### src/core/host_serial_slave_port_defs.svh
// Constants of the host serial slave port
//==========================================================
`ifndef HOST_SERIAL_SLAVE_PORT_DEFS_SVH
`define HOST_SERIAL_SLAVE_PORT_DEFS_SVH

//==========================================================
// Access code layout
`define CODE_MATCH_MSB   5
`define CODE_DIR_BIT     6
`define BYTE_LAST_BIT    4'h7
`define BYTE_BITS        4'h8

//==========================================================
// Two-wire slave address and reset values
`define TWO_WIRE_ADDR    7'h16
`define SERIAL_OUT_RESET 1'b1

`endif

### src/core/host_serial_slave_port_pkg.sv
// Types of the host serial slave port
package host_serial_slave_port_pkg;

    typedef enum logic [3:0] {
        SPI_IDLE   = 4'h1,
        SPI_CODE   = 4'h2,
        SPI_DATA   = 4'h4,
        SPI_REFUSE = 4'h8
    } spi_state_type;

    typedef enum logic [5:0] {
        TW_IDLE  = 6'h01,
        TW_ADDR  = 6'h02,
        TW_WRITE = 6'h04,
        TW_ACK   = 6'h08,
        TW_READ  = 6'h10,
        TW_RACK  = 6'h20
    } tw_state_type;

    typedef struct packed {
        logic       valid;
        logic [7:0] data;
    } host_byte_type;

    typedef struct packed {
        logic spi_active;
        logic spi_refused;
        logic reading;
    } link_status_type;

endpackage

### src/core/host_serial_slave_port.sv
// Host serial slave port: select-framed serial link and two-wire slave path
`include "host_serial_slave_port_defs.svh"

module host_serial_slave_port
    import host_serial_slave_port_pkg::*;
(
    input  wire logic            clk_in,
    input  wire logic            reset_in,
    input  wire logic            host_shift_clock_in,
    input  wire logic            host_serial_in_in,
    output logic                 host_serial_in_out,
    output logic                 host_serial_in_oe_out,
    output logic                 host_serial_out_out,
    output logic                 host_serial_out_oe_out,
    input  wire logic            gpio_pin_zero_in,
    input  wire logic            host_select_in,
    output logic                 gpio_pin_one_out,
    output logic                 gpio_pin_one_oe_out,
    output logic                 busy_low_out,
    output logic                 busy_low_oe_out,
    input  wire logic            gpio_pin_two_in,
    input  wire logic            two_wire_mode_in,
    input  wire logic            tristate_mode_in,
    input  wire logic [5:0]      access_match_bits_in,
    input  wire logic            device_busy_in,
    input  wire logic [2:0]      gpio_out_in,
    input  wire logic [2:0]      gpio_oe_in,
    output logic [2:0]           gpio_read_out,
    input  wire logic [7:0]      tx_byte_in,
    output logic                 tx_taken_out,
    output host_byte_type        host_cmd_out,
    output link_status_type      link_status_out
);

    //==========================================================
    // Pin synchronisers and edge detection
    logic [4:0] sync1;
    logic [4:0] sync2;
    logic [2:0] prev;

    always_ff @(posedge clk_in) begin
        if (reset_in) begin
            sync1 <= 5'h00;
            sync2 <= 5'h00;
            prev  <= 3'h0;
        end else begin
            sync1 <= {gpio_pin_two_in, gpio_pin_zero_in, host_select_in,
                      host_serial_in_in, host_shift_clock_in};
            sync2 <= sync1;
            prev  <= sync2[2:0];
        end
    end

    logic sck;
    logic sdi;
    logic sel;
    logic sck_rise;
    logic sck_fall;
    logic tw_start;
    logic tw_stop;

    assign sck      = sync2[0];
    assign sdi      = sync2[1];
    assign sel      = sync2[2];
    assign sck_rise = sck & ~prev[0];
    assign sck_fall = ~sck & prev[0];
    assign tw_start = sck & prev[0] & ~sdi & prev[1];
    assign tw_stop  = sck & prev[0] & sdi & ~prev[1];

    //==========================================================
    // Link state
    spi_state_type spi_state;
    spi_state_type next_spi_state;
    tw_state_type  tw_state;
    tw_state_type  next_tw_state;
    logic [3:0]    cnt;
    logic [3:0]    next_cnt;
    logic [7:0]    shift;
    logic [7:0]    next_shift;
    logic          sdo;
    logic          next_sdo;
    logic          sda_oe;
    logic          next_sda_oe;
    logic          reading;
    logic          next_reading;
    logic          ack_pending;
    logic          next_ack_pending;
    logic          busy_low;
    logic          next_busy_low;
    logic          tx_taken;
    logic          next_tx_taken;
    host_byte_type cmd;
    host_byte_type next_cmd;
    logic [7:0]    in_byte;
    logic          code_match;

    assign in_byte    = {shift[6:0], sdi};
    assign code_match = in_byte[`CODE_MATCH_MSB:0] == access_match_bits_in;

    always_comb begin
        next_spi_state   = spi_state;
        next_tw_state    = tw_state;
        next_cnt         = cnt;
        next_shift       = shift;
        next_sdo         = sdo;
        next_sda_oe      = sda_oe;
        next_reading     = reading;
        next_ack_pending = ack_pending;
        next_tx_taken    = 1'b0;
        next_cmd         = '{valid: 1'b0, data: cmd.data};
        next_busy_low    = ~device_busy_in;
        if (two_wire_mode_in) begin
            next_spi_state = SPI_IDLE;
            case (tw_state)
                TW_IDLE: begin
                end
                TW_ADDR, TW_WRITE: begin
                    if (sck_rise) begin
                        next_shift = in_byte;
                        next_cnt   = cnt + 4'h1;
                        if (cnt == `BYTE_LAST_BIT) begin
                            next_cnt = 4'h0;
                            if (tw_state == TW_WRITE) begin
                                next_cmd         = '{valid: 1'b1, data: in_byte};
                                next_ack_pending = 1'b1;
                            end else if (shift[6:0] == `TWO_WIRE_ADDR) begin
                                next_ack_pending = 1'b1;
                                next_reading     = sdi;
                            end else begin
                                next_tw_state = TW_IDLE;
                            end
                        end
                    end
                    if (sck_fall && ack_pending) begin
                        next_sda_oe      = 1'b1;
                        next_ack_pending = 1'b0;
                        next_tw_state    = TW_ACK;
                    end
                end
                TW_ACK, TW_RACK: begin
                    if (tw_state == TW_RACK && sck_rise && sdi) begin
                        next_tw_state = TW_IDLE;
                    end else if (sck_fall) begin
                        next_cnt = 4'h0;
                        if (reading) begin
                            next_sda_oe   = ~tx_byte_in[7];
                            next_shift    = {tx_byte_in[6:0], 1'b0};
                            next_tx_taken = 1'b1;
                            next_tw_state = TW_READ;
                        end else begin
                            next_sda_oe   = 1'b0;
                            next_tw_state = TW_WRITE;
                        end
                    end
                end
                TW_READ: begin
                    if (sck_rise) begin
                        next_cnt = cnt + 4'h1;
                    end
                    if (sck_fall) begin
                        if (cnt == `BYTE_BITS) begin
                            next_sda_oe   = 1'b0;
                            next_tw_state = TW_RACK;
                        end else begin
                            next_sda_oe = ~shift[7];
                            next_shift  = {shift[6:0], 1'b0};
                        end
                    end
                end
                default: next_tw_state = TW_IDLE;
            endcase
            if (tw_start) begin
                next_tw_state    = TW_ADDR;
                next_cnt         = 4'h0;
                next_ack_pending = 1'b0;
                next_sda_oe      = 1'b0;
            end else if (tw_stop) begin
                next_tw_state = TW_IDLE;
                next_sda_oe   = 1'b0;
            end
        end else begin
            next_tw_state = TW_IDLE;
            next_sda_oe   = 1'b0;
            if (!sel) begin
                next_spi_state = SPI_IDLE;
            end else begin
                case (spi_state)
                    SPI_IDLE: begin
                        next_spi_state = SPI_CODE;
                        next_cnt       = 4'h0;
                    end
                    SPI_CODE: begin
                        if (sck_rise) begin
                            next_shift = in_byte;
                            next_cnt   = cnt + 4'h1;
                            if (cnt == `BYTE_LAST_BIT) begin
                                next_cnt = 4'h0;
                                if (code_match && !device_busy_in) begin
                                    next_sdo       = 1'b0;
                                    next_reading   = in_byte[`CODE_DIR_BIT];
                                    next_spi_state = SPI_DATA;
                                    if (in_byte[`CODE_DIR_BIT]) begin
                                        next_shift    = tx_byte_in;
                                        next_tx_taken = 1'b1;
                                    end
                                end else begin
                                    next_sdo       = 1'b1;
                                    next_spi_state = SPI_REFUSE;
                                end
                            end
                        end
                    end
                    SPI_DATA: begin
                        if (reading && sck_fall) begin
                            next_sdo   = shift[7];
                            next_shift = {shift[6:0], 1'b0};
                            next_cnt   = cnt + 4'h1;
                            if (cnt == `BYTE_LAST_BIT) begin
                                next_cnt      = 4'h0;
                                next_shift    = tx_byte_in;
                                next_tx_taken = 1'b1;
                            end
                        end else if (!reading && sck_rise) begin
                            next_shift = in_byte;
                            next_cnt   = cnt + 4'h1;
                            if (cnt == `BYTE_LAST_BIT) begin
                                next_cnt = 4'h0;
                                next_cmd = '{valid: 1'b1, data: in_byte};
                            end
                        end
                    end
                    SPI_REFUSE: begin
                    end
                    default: next_spi_state = SPI_IDLE;
                endcase
            end
        end
    end

    always_ff @(posedge clk_in) begin
        if (reset_in) begin
            spi_state   <= SPI_IDLE;
            tw_state    <= TW_IDLE;
            cnt         <= 4'h0;
            shift       <= 8'h00;
            sdo         <= `SERIAL_OUT_RESET;
            sda_oe      <= 1'b0;
            reading     <= 1'b0;
            ack_pending <= 1'b0;
            busy_low    <= 1'b0;
            tx_taken    <= 1'b0;
            cmd         <= '{valid: 1'b0, data: 8'h00};
        end else begin
            spi_state   <= next_spi_state;
            tw_state    <= next_tw_state;
            cnt         <= next_cnt;
            shift       <= next_shift;
            sdo         <= next_sdo;
            sda_oe      <= next_sda_oe;
            reading     <= next_reading;
            ack_pending <= next_ack_pending;
            busy_low    <= next_busy_low;
            tx_taken    <= next_tx_taken;
            cmd         <= next_cmd;
        end
    end

    //==========================================================
    // Pin multiplexing
    assign host_serial_in_out     = 1'b0;
    assign host_serial_in_oe_out  = sda_oe;
    assign host_serial_out_out    = two_wire_mode_in ? gpio_out_in[0] : sdo;
    assign host_serial_out_oe_out = two_wire_mode_in ? gpio_oe_in[0]
                                  : (!tristate_mode_in || sel);
    assign gpio_pin_one_out       = gpio_out_in[1];
    assign gpio_pin_one_oe_out    = two_wire_mode_in & gpio_oe_in[1];
    assign busy_low_out           = two_wire_mode_in ? gpio_out_in[2] : busy_low;
    assign busy_low_oe_out        = two_wire_mode_in ? gpio_oe_in[2] : 1'b1;
    assign gpio_read_out          = {sync2[4], sync2[2], sync2[3]};
    assign tx_taken_out           = tx_taken;
    assign host_cmd_out           = cmd;
    assign link_status_out        = '{spi_active: spi_state == SPI_DATA,
                                      spi_refused: spi_state == SPI_REFUSE,
                                      reading: reading};

    //==========================================================
    // Checks
    logic code_done;
    assign code_done = !two_wire_mode_in && sel && spi_state == SPI_CODE && sck_rise
                       && cnt == `BYTE_LAST_BIT;

    property p_code_ack;
        @(posedge clk_in) disable iff (reset_in)
        code_done && code_match && !device_busy_in |=> sdo == 1'b0 && spi_state == SPI_DATA;
    endproperty
    a_code_ack: assert property (p_code_ack) else $error("code match not acknowledged");

    property p_code_nack;
        @(posedge clk_in) disable iff (reset_in)
        code_done && !code_match |=> sdo == 1'b1 && spi_state == SPI_REFUSE;
    endproperty
    a_code_nack: assert property (p_code_nack) else $error("bad code not refused");

    property p_direction;
        @(posedge clk_in) disable iff (reset_in)
        code_done && code_match && !device_busy_in
            |=> reading == $past(in_byte[`CODE_DIR_BIT]);
    endproperty
    a_direction: assert property (p_direction) else $error("direction bit lost");

    property p_addr_ack;
        @(posedge clk_in) disable iff (reset_in)
        two_wire_mode_in && tw_state == TW_ADDR && sck_rise && cnt == `BYTE_LAST_BIT
            && shift[6:0] == `TWO_WIRE_ADDR && !tw_start && !tw_stop |=> ack_pending;
    endproperty
    a_addr_ack: assert property (p_addr_ack) else $error("own address not acked");

    property p_gpio_busy;
        @(posedge clk_in) disable iff (reset_in)
        two_wire_mode_in |-> busy_low_oe_out == gpio_oe_in[2] && !gpio_pin_one_out == !gpio_out_in[1];
    endproperty
    a_gpio_busy: assert property (p_gpio_busy) else $error("busy pin not freed");

    property p_busy;
        @(posedge clk_in) disable iff (reset_in)
        !two_wire_mode_in && device_busy_in ##1 !two_wire_mode_in |-> !busy_low_out;
    endproperty
    a_busy: assert property (p_busy) else $error("busy not shown");

    property p_tristate;
        @(posedge clk_in) disable iff (reset_in)
        !two_wire_mode_in && tristate_mode_in && !sel |-> !host_serial_out_oe_out;
    endproperty
    a_tristate: assert property (p_tristate) else $error("output driven while idle");

    property p_deselect;
        @(posedge clk_in) disable iff (reset_in)
        !two_wire_mode_in && !sel |=> spi_state == SPI_IDLE && !cmd.valid;
    endproperty
    a_deselect: assert property (p_deselect) else $error("activity while deselected");

    property p_read_shift;
        @(posedge clk_in) disable iff (reset_in)
        !two_wire_mode_in && sel && spi_state == SPI_DATA && reading && sck_fall
            |=> sdo == $past(shift[7]);
    endproperty
    a_read_shift: assert property (p_read_shift) else $error("read bit order wrong");

    property p_cmd_byte;
        @(posedge clk_in) disable iff (reset_in)
        !two_wire_mode_in && sel && spi_state == SPI_DATA && !reading && sck_rise
            && cnt == `BYTE_LAST_BIT |=> cmd.valid && cmd.data == $past(in_byte) ##1 !cmd.valid;
    endproperty
    a_cmd_byte: assert property (p_cmd_byte) else $error("command byte lost");

endmodule

### config.mk
export PLATFORM = sky130hd
export DESIGN_NAME = host_serial_slave_port
export DESIGN_NICKNAME = d
export VERILOG_FILES = /design/src/core/host_serial_slave_port_pkg.sv /design/src/core/host_serial_slave_port.sv
export VERILOG_INCLUDE_DIRS = /design/src /design/src/core
export SDC_FILE = /design/constraint.sdc
export NUM_CORES = 1
export LEC_CHECK = 0
export BUFFER_PORTS_ARGS = -buffer_cell sky130_fd_sc_hd__buf_2
export CORE_UTILIZATION = 57
export CTS_CLUSTER_DIAMETER = 50
export CTS_CLUSTER_SIZE = 12
export DETAILED_ROUTE_END_ITERATION = 6
export PLACE_DENSITY = 0.86
export SLEW_MARGIN = 25
export SYNTH_ARGS = -nofsm -noshare
export SYNTH_HDL_FRONTEND = slang
export SYNTH_SLANG_ARGS = --single-unit
### constraint.sdc
create_clock -name clk_in -period 2.6 [get_ports clk_in]
set_clock_uncertainty 0.1 [all_clocks]
set_input_delay 0.26 -clock clk_in [delete_from_list [all_inputs] [get_ports clk_in]]
set_output_delay 0.26 -clock clk_in [all_outputs]
set_load 0.01 [all_outputs]
==> summary.json <==
{
  "final_util_pct": 64.70,
  "cts_hold_repair.buffers": 0,
  "power.static_leakage_nw": 1.308,
  "numCtsBuffers": 5,
  "grt_first_pass_wirelength_mm": 12.84,
  "dominantRegCellSynth": "sky130_fd_sc_hd__dfxtp_1",
  "synth_cell_type_count": 80,
  "floorplan.io_pins": 54,
  "post_route_cells_drive_above_1_share_pct": 22.87,
  "hold_viol": 0,
  "wl_per_cell_um": 16.14,
  "detail_route.drc_violations": 0,
  "place.detailed.instances": 475,
  "critPathBufInv": 1,
  "area_growth_pct": 9.393,
  "fillerInstances": 471,
  "status": "finished clean",
  "sum_of_negative_setup_slack_ns": 0,
  "synth.net_count": 409,
  "regToRegSetupSlack_ns": 0.18,
  "grt_max_degree": 38,
  "post-cts-setup-buffer-count": 0,
  "cell_class_contributing_the_biggest_share_of_worst_path_delay": "compound AO/OA/AOI/OAI gates",
  "grt-ovfl-total": 0,
  "std_cell_rows": 27,
  "latest_clock_arrival_within_the_worst_skew_pair_ns": 0.31,
  "place_hpwl_mm": 5.725,
  "clockBufferDepth": 2,
  "vias_per_cell": 6.172,
  "period_needed_ns": 2.425,
  "grt_pass1_vias": 2726,
  "yosysTopAreaCell": "sky130_fd_sc_hd__dfxtp_1",
  "wirelength_mm": 7.797,
  "final-max-slew-violation-count": 0,
  "timing.critical_path.fanout_max": 16,
  "clock_sink_count": 49,
  "layoutNonFillerInstCount": 483,
  "route.vias.total": 2981,
  "cts_htree_levels": 2,
  "drt-initial-drc-count": 255,
  "max-vdd-ir-drop_mv": 0.3304,
  "critPathArrivalTime_ns": 2.53,
  "average_size_of_a_mapped_cell_um2": 8.586,
  "drtPass1Iterations": 5,
  "die_w_um": 77.36,
  "multiInputGateArea_um2": 2002,
  "most-common-layout-cells": "sky130_fd_sc_hd__buf_2, sky130_fd_sc_hd__dfxtp_1, sky130_fd_sc_hd__nor2_1",
  "nets": 442,
  "slowest_library_cell_on_the_worst_path": "sky130_fd_sc_hd__or4b_1",
  "final.period_utilization_pct": 93.25,
  "min_path_type": "in -> reg",
  "report.final.setup_viol": 0,
  "netlist_area_um2": 3237,
  "launching_element_type_of_the_critical_path": "flip-flop",
  "maxClockFrequency_mhz": 412.5,
  "ys_seq_area_share_pct": 30.31,
  "synth.top_cell.area_share_pct": 30.31,
  "n_antenna_cell": 0,
  "power.total_mw": 1.395,
  "synth-seq-cells": 49,
  "synthesis.yosys.warnings": 0,
  "max-slew-margin-rel_pct": 61.58,
  "timing.critical_path.required_ns": 2.71,
  "dieArea_um2": 5984,
  "critPathCaptureType": "flip-flop",
  "power_density_nw_per_um2": 393.9,
  "core_area_um2": 5473,
  "floorplan.initialDensity_pct": 59.14,
  "grt_antenna_before_repair": 0,
  "ys_top_cells_by_area": "sky130_fd_sc_hd__dfxtp_1, sky130_fd_sc_hd__mux2i_1, sky130_fd_sc_hd__nor2_1",
  "die_h_um": 77.36,
  "synth-edff-count": 0,
  "final_common_cell": "sky130_fd_sc_hd__buf_2",
  "io_buffers": 50,
  "crit_chain": "or4b_1 -> inv_4 -> o211a_1 -> nor4b_2 -> a31oi_4 -> a21oi_1 -> o21a_1",
  "cts.root.buffer_cell": "sky130_fd_sc_hd__clkbuf_8",
  "finalHoldWorstSlack_ns": 0.04048,
  "worst_setup_hold_path_clk_slew_ns": 0.11,
  "worstSetupPathType": "reg -> reg",
  "cap_violations": 0,
  "rsz0062_at_grt": "false",
  "cts_resized": 0,
  "syn-instance-count": 377,
  "gp_congestion": 0.9339,
  "track_usage_pct": 26.81,
  "async_flop_share_pct": 0,
  "worst_pin_slew_ns": 0.5738,
  "crit_path_max_incr_delay_ns": 0.63,
  "ff_latch_area_um2": 980.9,
  "detail-route-antenna-nets": 0,
  "cts_tree": "done"
}
==> final timing paths <==
| kind | startpoint | to | cells past startpoint |
|---|---|---|---|
| max | spi_state[2] | shift[5] | 7 |
| min | device_busy_in | busy_low | 2 |
| max reg2reg | spi_state[2] | shift[5] | 7 |
| min reg2reg | sync1[2] | sync2[2] | 1 |
==> synth_stat cells (11+ instances only) <==
library cell,count
sky130_fd_sc_hd__dfxtp_1,49
sky130_fd_sc_hd__nor2_1,34
sky130_fd_sc_hd__mux2i_1,23
sky130_fd_sc_hd__nor2b_1,19
sky130_fd_sc_hd__nand2_1,18
sky130_fd_sc_hd__nand3_1,16
sky130_fd_sc_hd__o21ai_0,13
sky130_fd_sc_hd__clkbuf_1,12
sky130_fd_sc_hd__nand2b_1,12
sky130_fd_sc_hd__a21oi_1,11
sky130_fd_sc_hd__nor3_1,11
==> logic make-up (layout without fill, tap and decap cells) <==
logic type               count (synthesis)  count (layout)  synth area share (%)
AO/OA/AOI/OAI                           92              92                 22.58
XOR/XNOR                                12              12                 3.827
adder cells (fa/ha/maj)                  2               2                0.7730
buffers and inverters                   46              80                 7.847
flip-flops                              49              49                 30.31
multiplexers                            27              27                 8.504
other                                    1               1                0.1159
AND/OR/NAND/NOR                        148             148                 26.05
==> state kept, by name, indices dropped and copies added, names as in the netlist, 2 cells and up <==
| signal | flops |
|---|---|
| sync2 | 5 |
| shift | 8 |
| sync1 | 5 |
| host_cmd_out | 9 |
| prev | 2 |
| tw_state | 6 |
| spi_state | 4 |
| cnt | 4 |
==> where the power goes <==
group	switching [mW]	total [mW]	leakage (nW)	internal, mW
clock network	0.293	0.493	0.0495	0.201
registers	0.00906	0.770	0.398	0.761
logic	0.0756	0.132	0.861	0.0563
total	0.377	1.39	1.31	1.02
==> cell type report <==
cell class | instances | share of cell area [%]
clock buffer | 5 | 1.943
multi-input combinational | 282 | 56.54
tap | 72 | 2.544
timing repair buffer | 60 | 9.187
clock inverter | 3 | 0.7420
sequential | 49 | 27.70
inverter | 12 | 1.343
==> metal layers <==
metal	routed length (um)	global-route usage (%)	up-vias
met4	134	9.811	0
met1	3415	35.19	1399
met5	0	0	-
met3	490	4.235	13
met2	3756	44.25	117
li1	-	-	1452
==> per-stage QoR <==
stage          setup WS [ns]  instance area, um2
3_5_place_dp          0.2278                3446
4_1_cts               0.1921                3541
2_1_floorplan         0.5006                3237
5_1_grt              0.01676                3541
6_report              0.1755                3541
3_3_place_gp          0.2666                3446
Power figures use the tool's default switching activity.
